--- src/ait_defines.svh ---
`ifndef AIT_DEFINES_SVH
`define AIT_DEFINES_SVH

// operation field, opcode bits [7:4]
`define AIT_OP_ADD   4'h0
`define AIT_OP_ADD_CARRY  4'h1
`define AIT_OP_SUB_BORROW 4'h2
`define AIT_OP_INC   4'h3
`define AIT_OP_DECREMENT  4'h4
`define AIT_OP_AND   4'h5
`define AIT_OP_OR    4'h6
`define AIT_OP_XOR   4'h7
`define AIT_OP_CLR   4'h8
`define AIT_OP_CPL   4'h9
`define AIT_OP_RL    4'ha
`define AIT_OP_RL_CARRY 4'hb
`define AIT_OP_RR    4'hc
`define AIT_OP_RR_CARRY 4'hd
`define AIT_OP_MISC  4'he

// operand mode field, opcode bits [3:0]; 4'h0..4'h7 register, 4'h8/4'h9 indirect
`define AIT_MD_IND   3'h4
`define AIT_MD_DIR   4'ha
`define AIT_MD_IMM   4'hb
`define AIT_MD_ACC   4'hc
`define AIT_MD_DACC  4'hd
`define AIT_MD_DIMM  4'he

// sub-operations of the misc group, in the mode field
`define AIT_MI_INCDP 4'h0
`define AIT_MI_MUL   4'h1
`define AIT_MI_DIV   4'h2
`define AIT_MI_BCD_ADJ 4'h3

// encoded lengths in bytes and execution times in cycles
`define AIT_LEN_1    2'h1
`define AIT_LEN_2    2'h2
`define AIT_LEN_3    2'h3
`define AIT_CYC_1    4'h1
`define AIT_CYC_2    4'h2
`define AIT_CYC_3    4'h3
`define AIT_CYC_DIV  4'ha

// reset values and decimal adjust constants
`define AIT_RST_BYTE 8'h00
`define AIT_RST_WORD 16'h0000
`define AIT_BCD_MAX  4'h9
`define AIT_DA_LO    9'h006
`define AIT_DA_HI    9'h060

`endif

--- src/ait_pkg.sv ---
`default_nettype none
package ait_pkg;

  typedef enum logic [1:0] {ST_FETCH, ST_OPER1, ST_OPER2, ST_EXEC} ait_state_e;

  typedef struct packed {
    logic cy;
    logic ac;
    logic ov;
  } ait_flags_s;

  typedef struct packed {
    logic       valid;
    logic [7:0] data;
  } ait_byte_s;

  typedef struct packed {
    logic       en;
    logic [6:0] addr;
    logic [7:0] data;
  } ait_memwr_s;

endpackage : ait_pkg
`default_nettype wire

--- src/ait_core.sv ---
`timescale 1ns/1ps
`default_nettype none
`include "ait_defines.svh"

// Overview of operation
// RQ1 - add direct byte: two bytes, one cycle; register and indirect: one byte, one cycle
// RQ2 - add with carry from register, direct, indirect, immediate; one cycle each
// RQ3 - subtract with borrow from register, direct, indirect, immediate in one cycle
// RQ4 - subtract with borrow immediate: two bytes, one cycle
// RQ5 - and direct byte into accumulator: two bytes, two cycles; other sources one cycle
// RQ6 - and immediate into accumulator: two bytes, one cycle
// RQ7 - and accumulator into direct byte: two bytes, two cycles
// RQ8 - and immediate into direct byte: three bytes, two cycles
// RQ9 - or direct byte into accumulator: two bytes, two cycles; register one byte, one cycle
// RQ10 - or immediate into direct: three bytes, two cycles; accumulator into direct: two, two
// RQ11 - xor direct into accumulator two cycles; indirect and immediate one cycle
// RQ12 - xor immediate into direct byte: three bytes, two cycles
// RQ13 - rotate left through carry: one byte, one cycle, carry in and out
// RQ14 - rotate right through carry, rotates, clear, complement: one byte, one cycle
// RQ15 - increment/decrement accumulator, register, indirect one cycle; direct two bytes, two cycles
// RQ16 - data pointer increment and multiply three cycles, divide ten; all one byte
// RQ17 - decimal adjust of accumulator: one byte, one cycle
module ait_core (
  input  wire logic                clk,
  input  wire logic                rst,
  input  wire ait_pkg::ait_byte_s  code_in,
  output var  logic                code_ready,
  input  wire ait_pkg::ait_memwr_s preload,
  output var  logic [7:0]          acc_out,
  output var  logic [7:0]          b_out,
  output var  ait_pkg::ait_flags_s flags_out,
  output var  logic [15:0]         data_pointer_out,
  output var  ait_pkg::ait_memwr_s mem_wr_out,
  output var  logic                done,
  output var  logic                illegal,
  output var  logic                busy
);
  import ait_pkg::*;

  ait_state_e  state_reg, state_next;
  logic [7:0]  op_reg, op1_reg, op2_reg;
  logic [3:0]  cnt_reg, cnt_next;
  logic [7:0]  acc_reg, b_reg;
  logic [15:0] data_pointer_reg;
  ait_flags_s  flags_reg;
  logic [7:0]  ram [0:127];

  // decode of the opcode being fetched or executed
  wire        take     = code_in.valid & code_ready;
  wire [7:0]  cur_op   = (state_reg == ST_FETCH) ? code_in.data : op_reg;
  wire [3:0]  c_op     = cur_op[7:4];
  wire [3:0]  c_md     = cur_op[3:0];
  wire        c_arith  = (c_op == `AIT_OP_ADD) | (c_op == `AIT_OP_ADD_CARRY) | (c_op == `AIT_OP_SUB_BORROW);
  wire        c_incdec = (c_op == `AIT_OP_INC) | (c_op == `AIT_OP_DECREMENT);
  wire        c_logic  = (c_op == `AIT_OP_AND) | (c_op == `AIT_OP_OR) | (c_op == `AIT_OP_XOR);
  wire        c_accop  = (c_op >= `AIT_OP_CLR) & (c_op <= `AIT_OP_RR_CARRY);
  wire        c_misc   = (c_op == `AIT_OP_MISC);
  wire        c_legal  = (c_arith & (c_md < `AIT_MD_ACC))
                       | (c_incdec & ((c_md < `AIT_MD_IMM) | (c_md == `AIT_MD_ACC)))
                       | (c_logic & ((c_md < `AIT_MD_ACC) | (c_md == `AIT_MD_DACC) | (c_md == `AIT_MD_DIMM)))
                       | (c_accop & (c_md == `AIT_MD_ACC))
                       | (c_misc & (c_md <= `AIT_MI_BCD_ADJ));

  // lengths follow the operand mode alone
  wire [1:0]  c_len = (c_md == `AIT_MD_DIMM) ? `AIT_LEN_3 :                          // RQ8 RQ10 RQ12
                      ((c_md == `AIT_MD_DIR) | (c_md == `AIT_MD_IMM) | (c_md == `AIT_MD_DACC)) ? `AIT_LEN_2 :
                      `AIT_LEN_1;                                                      // RQ1 RQ4 RQ6 RQ7

  wire        c_logic_slow = c_logic & ((c_md == `AIT_MD_DIR) | (c_md == `AIT_MD_DACC)
                                      | (c_md == `AIT_MD_DIMM));                       // RQ5 RQ7 RQ9 RQ11
  wire [3:0]  c_cyc = (c_misc & (c_md == `AIT_MI_DIV)) ? `AIT_CYC_DIV :               // RQ16
                      (c_misc & (c_md != `AIT_MI_BCD_ADJ)) ? `AIT_CYC_3 :              // RQ16
                      c_logic_slow ? `AIT_CYC_2 :
                      (c_incdec & (c_md == `AIT_MD_DIR)) ? `AIT_CYC_2 :               // RQ15
                      `AIT_CYC_1;                                                      // RQ2 RQ3 RQ13 RQ14 RQ17

  wire [3:0]  c_cyc_m1 = c_cyc - `AIT_CYC_1;

  // operand selection, valid during execution only
  wire [3:0]  x_op     = op_reg[7:4];
  wire [3:0]  x_md     = op_reg[3:0];
  wire        x_reg    = ~x_md[3];
  wire        x_ind    = (x_md[3:1] == `AIT_MD_IND);
  wire [6:0]  ptr_addr = {6'h00, x_md[0]};
  wire [6:0]  mem_addr = x_reg ? {4'h0, x_md[2:0]} : x_ind ? ram[ptr_addr][6:0] : op1_reg[6:0];
  wire [7:0]  mem_val  = ram[mem_addr];
  wire        to_mem   = (x_md == `AIT_MD_DACC) | (x_md == `AIT_MD_DIMM)
                       | (((x_op == `AIT_OP_INC) | (x_op == `AIT_OP_DECREMENT)) & (x_md != `AIT_MD_ACC));
  wire [7:0]  src      = (x_md == `AIT_MD_IMM)  ? op1_reg :
                         (x_md == `AIT_MD_DACC) ? acc_reg :
                         (x_md == `AIT_MD_DIMM) ? op2_reg : mem_val;
  wire [7:0]  opx      = to_mem ? mem_val : acc_reg;
  wire        commit   = (state_reg == ST_EXEC) & (cnt_reg == 4'h0);

  // arithmetic
  wire        cin      = (x_op == `AIT_OP_ADD) ? 1'b0 : flags_reg.cy;
  wire [8:0]  sum      = {1'b0, opx} + {1'b0, src} + {8'h00, cin};
  wire [4:0]  sum_lo   = {1'b0, opx[3:0]} + {1'b0, src[3:0]} + {4'h0, cin};
  wire [8:0]  dif      = {1'b0, opx} - {1'b0, src} - {8'h00, flags_reg.cy};
  wire [4:0]  dif_lo   = {1'b0, opx[3:0]} - {1'b0, src[3:0]} - {4'h0, flags_reg.cy};
  wire [15:0] prod     = {8'h00, acc_reg} * {8'h00, b_reg};
  wire        div_zero = (b_reg == `AIT_RST_BYTE);
  wire [7:0]  quot     = div_zero ? acc_reg : acc_reg / b_reg;
  wire [7:0]  rem      = div_zero ? b_reg : acc_reg % b_reg;
  wire        da_lo_f  = (acc_reg[3:0] > `AIT_BCD_MAX) | flags_reg.ac;
  wire [8:0]  da_s1    = {1'b0, acc_reg} + (da_lo_f ? `AIT_DA_LO : 9'h000);
  wire        da_c1    = flags_reg.cy | da_s1[8];
  wire        da_hi_f  = (da_s1[7:4] > `AIT_BCD_MAX) | da_c1;
  wire [8:0]  da_s2    = {1'b0, da_s1[7:0]} + (da_hi_f ? `AIT_DA_HI : 9'h000);

  logic [7:0] res;
  ait_flags_s flg;
  // b has no load path in this block; only multiply and divide move it
  logic [7:0] b_new;
  logic       b_we;

  always_comb begin
    res   = opx;
    flg   = flags_reg;
    b_new = b_reg;
    b_we  = 1'b0;
    unique case (x_op)
      `AIT_OP_ADD, `AIT_OP_ADD_CARRY: begin                                             // RQ1 RQ2
        res    = sum[7:0];
        flg.cy = sum[8];
        flg.ac = sum_lo[4];
        flg.ov = (opx[7] == src[7]) & (sum[7] != opx[7]);
      end
      `AIT_OP_SUB_BORROW: begin                                                         // RQ3 RQ4
        res    = dif[7:0];
        flg.cy = dif[8];
        flg.ac = dif_lo[4];
        flg.ov = (opx[7] != src[7]) & (dif[7] != opx[7]);
      end
      `AIT_OP_INC:  res = opx + 8'h01;                                                  // RQ15
      `AIT_OP_DECREMENT: res = opx - 8'h01;                                             // RQ15
      `AIT_OP_AND:  res = opx & src;                                                    // RQ5 RQ6 RQ7 RQ8
      `AIT_OP_OR:   res = opx | src;                                                    // RQ9 RQ10
      `AIT_OP_XOR:  res = opx ^ src;                                                    // RQ11 RQ12
      `AIT_OP_CLR:  res = `AIT_RST_BYTE;                                                // RQ14
      `AIT_OP_CPL:  res = ~acc_reg;                                                     // RQ14
      `AIT_OP_RL:   res = {acc_reg[6:0], acc_reg[7]};                                   // RQ14
      `AIT_OP_RL_CARRY: begin                                                           // RQ13
        res    = {acc_reg[6:0], flags_reg.cy};
        flg.cy = acc_reg[7];
      end
      `AIT_OP_RR:   res = {acc_reg[0], acc_reg[7:1]};                                   // RQ14
      `AIT_OP_RR_CARRY: begin                                                           // RQ14
        res    = {flags_reg.cy, acc_reg[7:1]};
        flg.cy = acc_reg[0];
      end
      `AIT_OP_MISC: begin
        unique case (x_md)
          `AIT_MI_MUL: begin                                                            // RQ16
            res    = prod[7:0];
            b_new  = prod[15:8];
            b_we   = 1'b1;
            flg.cy = 1'b0;
            flg.ov = (prod[15:8] != `AIT_RST_BYTE);
          end
          `AIT_MI_DIV: begin                                                            // RQ16
            // divide by zero leaves both operands as they were and flags overflow
            res    = quot;
            b_new  = rem;
            b_we   = 1'b1;
            flg.cy = 1'b0;
            flg.ov = div_zero;
          end
          `AIT_MI_BCD_ADJ: begin                                                        // RQ17
            res    = da_s2[7:0];
            flg.cy = da_c1 | da_s2[8];
          end
          default: res = acc_reg;
        endcase
      end
      default: res = acc_reg;
    endcase
  end

  wire mem_we          = commit & to_mem;
  wire acc_we          = commit & ~to_mem & ~((x_op == `AIT_OP_MISC) & (x_md == `AIT_MI_INCDP));
  wire data_pointer_we = commit & (x_op == `AIT_OP_MISC) & (x_md == `AIT_MI_INCDP);      // RQ16

  // sequencing: fetch opcode, then operand bytes, then hold for the cycle count
  always_comb begin
    state_next = state_reg;
    cnt_next   = cnt_reg;
    unique case (state_reg)
      ST_FETCH: if (take & c_legal) begin
        if (c_len == `AIT_LEN_1) begin
          state_next = ST_EXEC;
          cnt_next   = c_cyc_m1;
        end else begin
          state_next = ST_OPER1;
        end
      end
      ST_OPER1: if (take) begin
        if (c_len == `AIT_LEN_3) begin
          state_next = ST_OPER2;
        end else begin
          state_next = ST_EXEC;
          cnt_next   = c_cyc_m1;
        end
      end
      ST_OPER2: if (take) begin
        state_next = ST_EXEC;
        cnt_next   = c_cyc_m1;
      end
      ST_EXEC: begin
        if (commit) begin
          state_next = ST_FETCH;
        end else begin
          cnt_next = cnt_reg - 4'h1;
        end
      end
    endcase
  end

  always_ff @(posedge clk) begin
    if (rst) begin
      state_reg <= ST_FETCH;
      cnt_reg   <= 4'h0;
      op_reg    <= `AIT_RST_BYTE;
      op1_reg   <= `AIT_RST_BYTE;
      op2_reg   <= `AIT_RST_BYTE;
    end else begin
      state_reg <= state_next;
      cnt_reg   <= cnt_next;
      if (take & (state_reg == ST_FETCH)) op_reg <= code_in.data;
      if (take & (state_reg == ST_OPER1)) op1_reg <= code_in.data;
      if (take & (state_reg == ST_OPER2)) op2_reg <= code_in.data;
    end
  end

  always_ff @(posedge clk) begin
    if (rst) begin
      acc_reg          <= `AIT_RST_BYTE;
      b_reg            <= `AIT_RST_BYTE;
      data_pointer_reg <= `AIT_RST_WORD;
      flags_reg        <= '0;
    end else begin
      if (acc_we) acc_reg <= res;
      if (commit & b_we) b_reg <= b_new;
      if (data_pointer_we) data_pointer_reg <= data_pointer_reg + 16'h0001;
      if (commit) flags_reg <= flg;
    end
  end

  // result write wins over a preload aimed at the same cycle
  always_ff @(posedge clk) begin
    if (mem_we) begin
      ram[mem_addr] <= res;
    end else if (preload.en) begin
      ram[preload.addr] <= preload.data;
    end
  end

  always_ff @(posedge clk) begin
    if (rst) begin
      code_ready <= 1'b0;
      busy       <= 1'b0;
      done       <= 1'b0;
      illegal    <= 1'b0;
      mem_wr_out <= '0;
    end else begin
      code_ready <= (state_next != ST_EXEC);
      busy       <= (state_next != ST_FETCH);
      done       <= commit;
      illegal    <= take & (state_reg == ST_FETCH) & ~c_legal;
      mem_wr_out <= '{en: mem_we, addr: mem_addr, data: res};
    end
  end

  assign acc_out          = acc_reg;
  assign b_out            = b_reg;
  assign flags_out        = flags_reg;
  assign data_pointer_out = data_pointer_reg;

endmodule : ait_core

`default_nettype wire

--- config.mk ---
export PLATFORM = sky130hd
export DESIGN_NAME = ait_core
export DESIGN_NICKNAME = d
export VERILOG_FILES = /design/src/ait_pkg.sv /design/src/ait_core.sv
export VERILOG_INCLUDE_DIRS = /design/src /design/src/src
export SDC_FILE = /design/constraint.sdc
export NUM_CORES = 2
export LEC_CHECK = 0
export BUFFER_PORTS_ARGS = -buffer_cell sky130_fd_sc_hd__buf_2
export CAP_MARGIN = 0
export CORE_AREA = 2 2 460 234
export CTS_BUF_LIST = sky130_fd_sc_hd__clkbuf_8
export CTS_CLUSTER_DIAMETER = 30
export DETAILED_ROUTE_END_ITERATION = 7
export DIE_AREA = 0 0 462 236
export HOLD_SLACK_MARGIN = 0.03
export PLACE_DENSITY = 0.75
export SETUP_SLACK_MARGIN = 0.15
export SLEW_MARGIN = 5
export SYNTH_ARGS = -nofsm -noshare
export SYNTH_HDL_FRONTEND = slang
export SYNTH_SLANG_ARGS = --single-unit
--- constraint.sdc ---
create_clock -name clk -period 19.05 [get_ports clk]
set_input_delay 3.81 -clock clk [delete_from_list [all_inputs] [get_ports clk]]
set_output_delay 3.81 -clock clk [all_outputs]
set_load 0.01 [all_outputs]
==> impl_metrics.yaml <==
setup_path:
  critPathMaxFanout: 93
  r2r_end: "ram[65][0]"
  max_stage_delay_ns: 0.77
  cp-start-kind: "flip-flop"
  cp.required_ns: 19.48
  r2r_slack_ns: 3.09
  r2r-start: "b_out[7]"
  r2r_cells: 58
  cpMostUsedCell: "o21a_1"
  crit_arrival_ns: 16.39
  crit_type: "flip-flop to flip-flop"
  slowest_stage: "nor4_1"
  startpoint: "b_out[7]"
  worstSetupEndpointType: "flip-flop"
  critPathCapture: "ram[65][0]"
route:
  routed_wl_um: 162900
  viasPerCell: 6.307
  drc: 0
  num_vias: 38540
  ant_nets: 0
  first_pass_iters: 7
  avgRoutedWirePerCell_um: 26.65
  drtIter0Drc: 6877
power:
  irDropWorstVdd_uv: 72.54
  p_leak_uw: 0.02038
  internal_power_uw: 4001
  clkPwrFrac_pct: 32.0
  switching_share_pct: 31.21
  p_per_area_nw_per_um2: 102.1
  p_comb_share_pct: 19.3
  p_seq_share_pct: 48.7
  p_switching_uw: 1815
synthesis:
  synth-seq-cells: 1110
  synth_flop_cell: "edfxtp_1"
  netlist_area_um2: 52170
  avgSynthCellArea_um2: 11.62
  async_flop_share_pct: 0
  yosysWarnings: 0
  synthDistinctLibCells: 92
  synth.yosys.seq_area_share_pct: 62.24
  synth_cells: 4490
  synth_edf_count: 1024
  synth_fp_nets: 4678
floorplanning:
  start_util_pct: 49.30
  die_y_um: 236
  core_um2: 105800
  die_w_um: 462
  num_rows: 85
  io_pins: 82
  die_area_um2: 109000
timing:
  slew_headroom_pct: 1.102
  worst_slack_ns: 3.089
  drv_slew: 0
  fmax_mhz: 62.65
  worst_pin_slew_ns: 1.480
  setup_tns_ns: 0
  period_needed_ns: 15.96
  rsz0062_at_grt: "no"
  finalSetupViolCount: 0
  min_period_over_period_pct: 83.78
  hold_violations: 0
  fin_skew_ns: 0.08182
clock_network:
  clock_latency_ns: 0.90
  cts_root_buf: "clkbuf_8"
  cts_buffer_depth: 3
  htree_num_levels: 4
  cts_buffers: 156
  post_cts_resized: 0
  cts_sinks: 1110
  hold_buffers: 0
  cts.clk_slew.worst_paths_ns: 0.07
  cts_tree: "built"
  postCtsSetupBuffers: 0
finish:
  area_growth_pct: 9.222
  drive_gt1_share_pct: 10.47
  fillCellCount: 8806
  nNetsFinal: 4729
  multiInputGateArea_um2: 18100
  top_register: "ram"
  largest_reg_flops: 1024
  seqCellArea_um2: 32470
placed_design:
  gp_congestion: 1.007
  portBuffers: 81
  hpwlAfterDp_um: 105700
  pre_cts_ws_ns: 3.332
hold_path:
  hold_class: "flip-flop to flip-flop"
grt:
  track_usage_pct: 29.59
  grt_max_degree: 164
  gr-total-overflow: 0
  antenna_found_initial: 4
  grt_pass1_vias: 34620
  grt_pass1_wl_um: 237600
run_status:
  status: "finished, violations left"
  violations: "max-capacitance violations"
job:
  max_cap_viol_count: 1
## cell usage after synthesis (42+ instances only)
cell         n  share of area, %
ha_1       117               2.8
nand2_1    972               7.0
a31oi_1     42              0.50
nand3_1    498               4.8
edfxtp_1  1024                59
and3_1      45              0.54
clkbuf_1   145               1.0
o21ai_0     71              0.68
buf_2       70              0.67
a21oi_1    135               1.3
nor2_1     302               2.2
a311oi_1    53              0.89
nor3_1      60              0.58
mux2i_1     91               1.7
fa_1        44               1.7
inv_1      108              0.78
dfxtp_1     86               3.3
## worst min-delay path by stage
stage	startpoint	slack (ns)	depth (start not counted)	end
finish	op_reg[1]	0.46	2	op_reg[1]
detailed placement	op_reg[1]	0.45	2	op_reg[1]
CTS	op_reg[1]	0.46	2	op_reg[1]
global placement	op_reg[1]	0.44	2	op_reg[1]
floorplan	op2_reg[2]	0.43	2	op2_reg[2]
global route	op2_reg[0]	0.49	2	op2_reg[0]
## cells by family (layout without fill, tap and decap cells)
group | count (synthesis) | after routing | synth area share, %
compound gates | 618 | 618 | 8.344
xor+xnor | 63 | 63 | 1.058
fa+ha+maj | 161 | 161 | 4.495
buf+inv | 391 | 573 | 3.456
flops | 1110 | 1110 | 62.24
mux | 154 | 154 | 3.825
other cells | 0 | 4 | 0
simple gates | 1993 | 1993 | 16.58
## power groups by stage
stage | Combinational [µW] | Sequential (µW) | Clock, µW
2_1_floorplan | 675 | 2920 | 0
3_3_place_gp | 1070 | 2890 | 0
3_5_place_dp | 1080 | 2890 | 0
4_1_cts | 1080 | 2830 | 1860
5_1_grt | 1190 | 2830 | 1970
6_report | 1120 | 2830 | 1860
## worst max-delay path, delay by kind of cell (launching register included)
kind                     cells  cell delay (ns)
AO/OA/AOI/OAI               40             8.82
adder cells (fa/ha/maj)      7             2.29
AND/OR/NAND/NOR              5             1.64
multiplexers                 4             1.47
buffers and inverters        2             0.69
flip-flops                   1             0.45
## through the flow
| stage | area (µm²) | total power [µW] | utilization, % | hold slack [ns] | std cells |
|---|---|---|---|---|---|
| 6_report | 56980 | 5817 | 53.85 | 0.4574 | 6111 |
| 5_1_grt | 56980 | 5992 | 53.84 | 0.4856 | 6110 |
| 4_1_cts | 56960 | 5772 | 53.83 | 0.4562 | 6107 |
| 3_5_place_dp | 53950 | 3965 | 50.98 | 0.4478 | 5818 |
| 3_3_place_gp | 53950 | 3953 | 50.98 | 0.4429 | 5818 |
| 2_1_floorplan | 52170 | 3595 | - | 0.4329 | 4490 |
## cell usage in the layout (no fill, tap or decap), drive strengths merged, types with 13 or more instances in the layout
cell type     n
a311oi       53
inv         151
clkbuf      158
fa           44
nand3       499
o21ai        80
dfxtp        86
a211oi       33
o21a         33
nor3         60
mux2         34
a22oi        15
a21oi       135
a221oi       23
and3         45
and2         15
o211ai       16
nor4         13
a21o         24
ha          117
nand2       972
or3          14
mux2i        91
a31oi        43
xnor2        35
mux4         29
nor2        303
nand4        20
buf         174
o31ai        21
edfxtp     1024
o22ai        22
xor2         28
clkinv       77
o21bai       15
## area by class of cell
class | count | area share, %
clock buffer | 158 | 3.816
clock inverter | 131 | 1.476
timing repair buffer | 174 | 2.069
sequential | 1110 | 56.99
inverter | 110 | 0.7246
antenna | 4 | 0.01757
tap | 1435 | 3.151
multi-input combinational | 2989 | 31.76
## metal layers
layer | track usage (%) | up-vias | wire, µm
met5 | 1.626 | - | 224
met4 | 6.991 | 4 | 3398
met3 | 13.81 | 312 | 30030
met2 | 34.19 | 2977 | 58750
met1 | 47.90 | 18690 | 70480
li1 | - | 16560 | -
Note: power is estimated with default switching activity, not from simulation.
